File: config.mk
export PLATFORM = sky130hd
export DESIGN_NAME = umsa_top
export DESIGN_NICKNAME = d
export VERILOG_FILES = /design/src/umsa_pkg.sv /design/src/umsa_sync.sv /design/src/umsa_top.sv
export SDC_FILE = /design/constraint.sdc
export NUM_CORES = 1
export LEC_CHECK = 0
export ABC_AREA = 1
export BUFFER_PORTS_ARGS = -buffer_cell sky130_fd_sc_hd__clkbuf_2
export CAP_MARGIN = 20
export CORE_MARGIN = 2
export CORE_UTILIZATION = 50
export DETAILED_ROUTE_END_ITERATION = 6
export GPL_TIMING_DRIVEN = 0
export PLACE_DENSITY_LB_ADDON = 0.25
export SYNTH_ARGS = -nofsm -noshare
export SYNTH_HDL_FRONTEND = slang
export SYNTH_SLANG_ARGS = --single-unit
File: constraint.sdc
create_clock -name mclk -period 2.55 [get_ports mclk]
set_clock_uncertainty 0.05 [all_clocks]
set_input_delay 0.1275 -clock mclk [delete_from_list [all_inputs] [get_ports mclk]]
set_output_delay 0.1275 -clock mclk [all_outputs]
set_load 0.01 [all_outputs]
File: src/umsa_pkg.sv
// constants, state type and register map of the modem status and rate detect slice
//
// What this block does
// - modem_line_status is read-only; any read clears change flags 3:0.
// - modem levels and change flags never touch serial transmit or receive.
// - bit 0 sets on any clear-to-send change, holds until status read.
// - bit 1 sets on any data-set-ready change, holds until status read.
// - bit 2 sets only on ring input low-to-high, holds until status read.
// - bit 3 sets on any carrier-detect change, holds until status read.
// - bit 4 shows inverted clear-to-send; loopback takes modem control bit 1.
// - bit 5 shows inverted data-set-ready; loopback takes modem control bit 0.
// - bit 6 shows inverted ring input; loopback takes modem control bit 2.
// - bit 7 shows inverted carrier detect; loopback takes modem control bit 3.
// - scratch_byte is a free 8-bit read/write byte, reset zero, no effect.
// - scratch accesses raise or record no interrupt or indication.
// - rate_detect_control is read/write; every defined field resets to zero.
// - writing 1 to bit 0 starts measurement; hardware clears it when done.
// - the run bit reads 1 while measuring, 0 when stopped or finished.
// - with bit 2 set, time-out restarts counting at next receive falling edge.
// - writing 1 to bit 8 clears the end-of-measurement interrupt.
// - writing 1 to bit 9 clears the time-out interrupt.
// - mode 0 measures fall to fall; mode 1 measures fall to rise.
// - time-out is counter overflow; flagged when its enable is set.
// - on success counter loads divisor pair, then done interrupt if enabled.
package umsa_pkg;

  localparam int          ADDR_W         = 32;
  localparam int          DATA_W         = 32;
  localparam int          CNT_W          = 16;
  localparam int          PRE_W          = 4;

  localparam logic [31:0] MSR_ADDR       = 32'h4000_8018;
  localparam logic [31:0] SCR_ADDR       = 32'h4000_801c;
  localparam logic [31:0] ACR_ADDR       = 32'h4000_8020;

  localparam int          MSR_CTS_CHG_BIT   = 0;
  localparam int          MSR_DSR_CHG_BIT   = 1;
  localparam int          MSR_RING_EDGE_BIT = 2;
  localparam int          MSR_DCD_CHG_BIT   = 3;
  localparam int          MSR_LVL_LSB    = 4;
  localparam int          MSR_FLAGS_W    = 4;

  localparam int          MCR_DTR_BIT    = 0;
  localparam int          MCR_RTS_BIT    = 1;
  localparam int          MCR_OUT1_BIT   = 2;
  localparam int          MCR_OUT2_BIT   = 3;

  localparam int          SCR_W          = 8;
  localparam logic [7:0]  SCR_RESET      = 8'h00;

  localparam int          ACR_START_BIT  = 0;
  localparam int          ACR_MODE_BIT   = 1;
  localparam int          ACR_RESTART_BIT = 2;
  localparam int          ACR_DONECLR_BIT = 8;
  localparam int          ACR_TOCLR_BIT  = 9;

  // last prescale count; the counter advances once per this many plus one (16) peripheral clocks
  localparam logic [3:0]  PRE_LAST       = 4'hf;
  localparam logic [15:0] CNT_MAX        = 16'hffff;
  localparam logic [15:0] CNT_ZERO       = 16'h0000;

  typedef enum logic [1:0] {
    UMSA_IDLE,
    UMSA_ARMED,
    UMSA_MEASURE
  } umsa_state_t;

endpackage : umsa_pkg

File: src/umsa_sync.sv
// two-stage synchroniser for pin levels
`timescale 1ns/1ps
module umsa_sync #(
  parameter int             WIDTH     = 1,
  parameter logic [WIDTH-1:0] RESET_VAL = '0
) (
  input  wire logic             mclk,
  input  wire logic             rst,
  input  wire logic [WIDTH-1:0] pinIn,
  output logic      [WIDTH-1:0] syncOut
);

  logic [WIDTH-1:0] stage1_r;

  // the first stage is only ever read by the second
  always_ff @(posedge mclk or posedge rst)
  begin
    if (rst)
    begin
      stage1_r <= RESET_VAL;
      syncOut  <= RESET_VAL;
    end
    else
    begin
      stage1_r <= pinIn;
      syncOut  <= stage1_r;
    end
  end

endmodule : umsa_sync

File: src/umsa_top.sv
// modem status, scratch byte and rate detect control with its measuring counter
//
// Strobed register access was decided locally.
`timescale 1ns/1ps
module umsa_top
  import umsa_pkg::*;
(
  input  wire logic              mclk,
  input  wire logic              rst,
  input  wire logic [ADDR_W-1:0] addr,
  input  wire logic [DATA_W-1:0] wrData,
  input  wire logic              wrStb,
  input  wire logic              rdStb,
  output logic      [DATA_W-1:0] rdData,
  input  wire logic              clearToSendN,
  input  wire logic              setReadyN,
  input  wire logic              ringN,
  input  wire logic              carrierN,
  input  wire logic              rxd,
  input  wire logic              modemLoopback,
  input  wire logic [3:0]        modemLineControl,
  input  wire logic              rateDoneIrqEn,
  input  wire logic              rateTimeoutIrqEn,
  output logic                   rateDoneIrq,
  output logic                   rateTimeoutIrq,
  output logic [7:0]             divisorHigh,
  output logic [7:0]             divisorLow,
  output logic                   divisorLoad,
  output logic                   rateMeasuring
);

  function automatic logic hit(input logic [ADDR_W-1:0] a, input logic [31:0] base);
    hit = (a == base);
  endfunction : hit

  // pins are active low and idle high, so the synchronisers reset high
  logic [3:0]   modemSync;
  logic         rxdSync;
  logic         rxdPrev_r;
  logic         rxdFall;
  logic         rxdRise;

  logic [3:0]   modemLevel_r;
  logic [3:0]   modemLevel_nxt;
  logic [3:0]   changeFlags_r;
  logic [3:0]   changeSet;
  logic [7:0]   scratch_r;
  logic         runBit_r;
  logic         mode_r;
  logic         restart_r;

  umsa_state_t  state_r;
  umsa_state_t  state_nxt;
  logic [PRE_W-1:0] pre_r;
  logic [CNT_W-1:0] cnt_r;
  logic         tick;
  logic         overflow;
  logic         measureEnd;

  logic         msrRead;
  logic         scrWrite;
  logic         acrWrite;
  logic         startReq;
  logic         stopReq;
  logic [DATA_W-1:0] readMux;

  umsa_sync #(
    .WIDTH     (5),
    .RESET_VAL (5'h1f)
  ) u_sync (
    .mclk    (mclk),
    .rst     (rst),
    .pinIn   ({rxd, carrierN, ringN, setReadyN, clearToSendN}),
    .syncOut ({rxdSync, modemSync})
  );

  assign msrRead  = rdStb && hit(addr, MSR_ADDR);
  assign scrWrite = wrStb && hit(addr, SCR_ADDR);
  assign acrWrite = wrStb && hit(addr, ACR_ADDR);
  assign startReq = acrWrite && wrData[ACR_START_BIT];
  assign stopReq  = acrWrite && !wrData[ACR_START_BIT];

  // level order in modemLevel: 0 cts, 1 dsr, 2 ri, 3 dcd
  always_comb
  begin
    if (modemLoopback)
    begin
      modemLevel_nxt[0] = modemLineControl[MCR_RTS_BIT];
      modemLevel_nxt[1] = modemLineControl[MCR_DTR_BIT];
      modemLevel_nxt[2] = modemLineControl[MCR_OUT1_BIT];
      modemLevel_nxt[3] = modemLineControl[MCR_OUT2_BIT];
    end
    else
    begin
      modemLevel_nxt = ~modemSync;
    end
  end

  always_comb
  begin
    changeSet = modemLevel_nxt ^ modemLevel_r;
    changeSet[MSR_RING_EDGE_BIT] = modemLevel_r[2] && !modemLevel_nxt[2];
  end

  always_ff @(posedge mclk or posedge rst)
  begin
    if (rst)
    begin
      modemLevel_r <= 4'h0;
    end
    else
    begin
      modemLevel_r <= modemLevel_nxt;
    end
  end

  // a change in the same cycle as the clearing read survives the read
  always_ff @(posedge mclk or posedge rst)
  begin
    if (rst)
    begin
      changeFlags_r <= 4'h0;
    end
    else if (msrRead)
    begin
      changeFlags_r <= changeSet;
    end
    else
    begin
      changeFlags_r <= changeFlags_r | changeSet;
    end
  end

  // scratch feeds nothing but the read path
  always_ff @(posedge mclk or posedge rst)
  begin
    if (rst)
    begin
      scratch_r <= SCR_RESET;
    end
    else if (scrWrite)
    begin
      scratch_r <= wrData[SCR_W-1:0];
    end
  end

  always_ff @(posedge mclk or posedge rst)
  begin
    if (rst)
    begin
      mode_r    <= 1'b0;
      restart_r <= 1'b0;
    end
    else if (acrWrite)
    begin
      mode_r    <= wrData[ACR_MODE_BIT];
      restart_r <= wrData[ACR_RESTART_BIT];
    end
  end

  always_ff @(posedge mclk or posedge rst)
  begin
    if (rst)
    begin
      rxdPrev_r <= 1'b1;
    end
    else
    begin
      rxdPrev_r <= rxdSync;
    end
  end

  assign rxdFall = rxdPrev_r && !rxdSync;
  assign rxdRise = !rxdPrev_r && rxdSync;

  assign tick       = (state_r == UMSA_MEASURE) && (pre_r == PRE_LAST);
  assign overflow   = tick && (cnt_r == CNT_MAX);
  // mode 0 ends on the next falling edge, mode 1 on the next rising edge
  assign measureEnd = (state_r == UMSA_MEASURE) && !overflow &&
                      (mode_r ? rxdRise : rxdFall);

  always_comb
  begin
    state_nxt = state_r;
    unique case (state_r)
      UMSA_IDLE:
      begin
        state_nxt = UMSA_IDLE;
      end
      UMSA_ARMED:
      begin
        if (rxdFall)
        begin
          state_nxt = UMSA_MEASURE;
        end
      end
      UMSA_MEASURE:
      begin
        if (overflow)
        begin
          state_nxt = restart_r ? UMSA_ARMED : UMSA_IDLE;
        end
        else if (measureEnd)
        begin
          state_nxt = UMSA_IDLE;
        end
      end
    endcase
    // a software write always overrides the engine
    if (startReq)
    begin
      state_nxt = UMSA_ARMED;
    end
    else if (stopReq)
    begin
      state_nxt = UMSA_IDLE;
    end
  end

  always_ff @(posedge mclk or posedge rst)
  begin
    if (rst)
    begin
      state_r <= UMSA_IDLE;
    end
    else
    begin
      state_r <= state_nxt;
    end
  end

  always_ff @(posedge mclk or posedge rst)
  begin
    if (rst)
    begin
      runBit_r      <= 1'b0;
      rateMeasuring <= 1'b0;
    end
    else
    begin
      runBit_r      <= (state_nxt != UMSA_IDLE);
      rateMeasuring <= (state_nxt == UMSA_MEASURE);
    end
  end

  always_ff @(posedge mclk or posedge rst)
  begin
    if (rst)
    begin
      pre_r <= '0;
    end
    else if (state_r != UMSA_MEASURE)
    begin
      pre_r <= '0;
    end
    else
    begin
      pre_r <= pre_r + 4'h1;
    end
  end

  // counter is cleared while armed so a restart begins from zero
  always_ff @(posedge mclk or posedge rst)
  begin
    if (rst)
    begin
      cnt_r <= CNT_ZERO;
    end
    else if (state_r != UMSA_MEASURE)
    begin
      cnt_r <= CNT_ZERO;
    end
    else if (tick)
    begin
      cnt_r <= cnt_r + 16'h0001;
    end
  end

  always_ff @(posedge mclk or posedge rst)
  begin
    if (rst)
    begin
      divisorHigh <= 8'h00;
      divisorLow  <= 8'h00;
      divisorLoad <= 1'b0;
    end
    else
    begin
      divisorLoad <= measureEnd && !startReq && !stopReq;
      if (measureEnd && !startReq && !stopReq)
      begin
        divisorHigh <= cnt_r[15:8];
        divisorLow  <= cnt_r[7:0];
      end
    end
  end

  // the done flag sets one cycle after the divisor load, set beats clear
  always_ff @(posedge mclk or posedge rst)
  begin
    if (rst)
    begin
      rateDoneIrq <= 1'b0;
    end
    else if (divisorLoad && rateDoneIrqEn)
    begin
      rateDoneIrq <= 1'b1;
    end
    else if (acrWrite && wrData[ACR_DONECLR_BIT])
    begin
      rateDoneIrq <= 1'b0;
    end
  end

  always_ff @(posedge mclk or posedge rst)
  begin
    if (rst)
    begin
      rateTimeoutIrq <= 1'b0;
    end
    else if (overflow && rateTimeoutIrqEn)
    begin
      rateTimeoutIrq <= 1'b1;
    end
    else if (acrWrite && wrData[ACR_TOCLR_BIT])
    begin
      rateTimeoutIrq <= 1'b0;
    end
  end

  // clear bits and reserved bits read zero; levels never reach tx or rx
  always_comb
  begin
    readMux = '0;
    if (hit(addr, MSR_ADDR))
    begin
      readMux[MSR_FLAGS_W-1:0]         = changeFlags_r;
      readMux[MSR_LVL_LSB+:MSR_FLAGS_W] = modemLevel_r;
    end
    else if (hit(addr, SCR_ADDR))
    begin
      readMux[SCR_W-1:0] = scratch_r;
    end
    else if (hit(addr, ACR_ADDR))
    begin
      readMux[ACR_START_BIT]   = runBit_r;
      readMux[ACR_MODE_BIT]    = mode_r;
      readMux[ACR_RESTART_BIT] = restart_r;
    end
  end

  always_ff @(posedge mclk or posedge rst)
  begin
    if (rst)
    begin
      rdData <= '0;
    end
    else if (rdStb)
    begin
      rdData <= readMux;
    end
    else
    begin
      rdData <= '0;
    end
  end

endmodule : umsa_top

==> metrics.csv <==
stage,metric,value,unit
logic_synthesis,synthesized cell area,3860,sq um
timing,slack of the critical path,614,ps
cells_and_area,Syn-to-layout area delta,26.7,%
global_routing,GRT Total Usage,21.1,%
cts,number of buffers created by CTS,9,
logic_synthesis,share of the synthesized area in the top cell type,44.7,%
worst_setup_path,Critical Path AT,2170,ps
worst_setup_path,critical-path cell list,inv_1 > ha_1 > clkbuf_1 > clkbuf_1 > o21ai_0 > a21oi_1,
hold_path,min-delay worst type,input pin to flop,
logic_synthesis,Async SR Flop Fraction,100,%
timing,Final Hold Viols,0,
power_and_ir_drop,pwr/cell area,483,nW/um^2
logic_synthesis,Yosys top cell by area,dfrtp_1,
logic_synthesis,number of synthesized flops with an enable pin,0,
routing,Routed Antenna Nets,0,
cts,CTS Sinks,80,
global_routing,grt ovf,0,
logic_synthesis,Seq cells post-synth,80,
logic_synthesis,syn avg cell area,8.94,sq um
timing,Rel. slew slack,63.3,%
timing,minimum clock period,1940,ps
timing,Final period util,75.9,%
power_and_ir_drop,LEAKAGE,2.53,nW
cts,post-CTS setup buffers,0,
worst_setup_path,CP startpoint kind,flop,
die,I/O pins,132,
logic_synthesis,Unique masters post-synth,36,
die,core box area,7610,sq um
cells_and_area,layout net count,654,
timing,worst slew pin tran,546,ps
routing,DR pass1 iterations,4,
global_routing,largest net degree at the start of global routing,47,
cells_and_area,n_diodes,0,
logic_synthesis,Ys Warns,0,
cells_and_area,"Design Area, Final",4890,sq um
logic_synthesis,Post-synth top cells,"73 x nand2_1, 69 x dfrtp_1, 69 x inv_1, 41 x o21ai_0, 31 x nand3_1",
routing,Routed WL,8.45,mm
cts,clk root buf,clkbuf_8,
cts,clk buf depth,2,
logic_synthesis,Synth area leaders,"dfrtp_1 45%, dfstp_2 7.5%, nand2_1 7.1%, inv_1 6.7%, o21ai_0 5.3%",
worst_setup_path,Critical Path End Type,flop,
cells_and_area,final cell count without fillers,677,
run_status,outcome,completed,
worst_setup_path,largest fanout on the critical path,10,
logic_synthesis,"Seq/Total Area, Yosys",52.2,%
global_routing,first-pass GRT wire length,14.1,mm
die,Initial Util,50.8,%
placed_design,dpl ws,639,ps
routing,WL per Instance,12.5,um
die,Die Y,91.9,um
timing,FMAX,517,MHz
placed_design,PortBufs,85,
global_routing,antenna violations before repair,0,
global_routing,number of global-route vias before repair,3139,
worst_setup_path,slowest CP cell,dfrtp_1,
cts,H-tree depth,3,
cts,TritonCTS clock tree,yes,
worst_setup_path,CP max stage delay,420,ps
routing,DR DRC count,0,
power_and_ir_drop,total power,0.00236,W
worst_setup_path,worst path required time,2780,ps
cts,"Clk pin slew, worst setup/hold paths",90,ps
cts,clock latency on the worst-skew pair,350,ps
routing,Via Count,3189,
power_and_ir_drop,peak supply drop,0.321,mV
worst_setup_path,"Top cell by count, worst path",clkbuf_1,
die,die width,91.9,um
routing,DR vias/cell,4.71,
placed_design,Placed Cells,643,
logic_synthesis,top-count cell post-synth,nand2_1,
run,MaxCap Viol Count,0,
die,die area,8440,sq um
placed_design,DPL Wire Length,6.21,mm
timing,final worst hold slack,2.22,ps
placed_design,gpl congestion,0.817,
worst_setup_path,Crit Path Category,flop to flop,
routing,Starting DRT DRC Count,131,
logic_synthesis,"Primary FF master, synth",dfrtp_1,
placed_design,placed cell area,4530,sq um
die,num rows,32,
timing,final setup violation count,0,
timing,unrepaired setup endpoints after global routing,false,
logic_synthesis,Mapped Cells,432,
cells_and_area,layout cells sized above 1,29.9,%
timing,final slew viol count,0,
layout by cell type, fill, tap and decap left out, drive strengths merged:
cell type,count
a21oi,15
a221oi,1
a31oi,1
buf,29
clkbuf,96
clkinv,2
clkinvlp,1
conb,24
dfrtp,69
dfstp,11
dlygate4sd3,18
ha,4
inv,75
nand2,81
nand3,32
nand3b,1
nand4,14
nor2,30
nor3,11
nor3b,1
o21a,2
o21ai,48
o21bai,3
o22ai,1
or2,2
xor2,3
stage by stage:
step | setup TNS, ps | utilization [%]
floorplan | 0 | -
global placement | -37240 | 59.2
detailed placement | 0 | 59.6
CTS | 0 | 64.3
global route | 0 | 64.3
finish | 0 | 64.3
logic make-up (layout without fill, tap and decap cells):
| family | Yosys count | in the layout | share of synthesized area, % |
|---|---|---|---|
| AOI/OAI and AO/OA | 71 | 71 | 9.98 |
| xor gates and xnor gates | 3 | 3 | 0.681 |
| adders and majority gates | 4 | 4 | 1.30 |
| buffers and inverters | 101 | 221 | 12.9 |
| DFF | 80 | 80 | 52.2 |
| other | 1 | 24 | 0.0971 |
| and+or+nand+nor | 172 | 172 | 22.8 |
power breakdown:
| part | internal [W] | leakage [nW] | switching (W) |
|---|---|---|---|
| Clock | 0.000371 | 0.0925 | 0.000510 |
| Combinational | 0.0000920 | 1.43 | 0.0000977 |
| Sequential | 0.00129 | 1.01 | 0.00000545 |
| Total | 0.00175 | 2.53 | 0.000613 |
state kept, by name (all words and copies together) (netlist names), 5 cells and up:
register / flops
rdData: 8
u_sync.stage1_r: 5
divisorLow: 8
scratch_r: 8
cnt_r: 16
divisorHigh: 8
u_sync.syncOut: 5
routing by layer:
metal	GRT usage, %	wire length, um	share of wire (%)
met1	25.5	3530	42
met2	37.5	4310	51
met3	3.94	483	5.7
met4	8.21	121	1.4
met5	0	0	0
final timing paths:
check,endpoint,cells past startpoint,from,slack (ps)
worst max-delay path,cnt_r[12],6,state_r[0],610
max in group asynchronous,u_sync.syncOut[0],4,rst,1550
worst min register to register,u_sync.syncOut[2],0,u_sync.stage1_r[2],300
worst max register to register,cnt_r[12],6,state_r[0],610
worst min-delay path,modemLevel_r[2],3,modemLineControl[2],2
min in group asynchronous,divisorLow[5],3,rst,280
area by class of cell:
class	instances	area, sq um
Tap cell	102	128
Inverter	71	269
Clock inverter	7	58.8
Fill cell	654	2710
Clock buffer	9	124
Timing Repair Buffer	104	633
Sequential cell	80	2020
Buffer	30	233
Multi-Input combinational cell	274	1430
critical path, delay by kind of cell, from the launching register on:
| family | cells | cell delay (ps) |
|---|---|---|
| AOI/OAI and AO/OA | 2 | 320 |
| adders and majority gates | 1 | 190 |
| DFF | 1 | 420 |
| buffers and inverters | 3 | 890 |
repair_timing:
item                       in CTS  in global routing
setup endpoints to repair       0                  0
hold buffers                   18                  0
gates resized for setup         0                  0
hold endpoints to repair       48                  0
No activity file was read; power rests on OpenSTA's default activity.
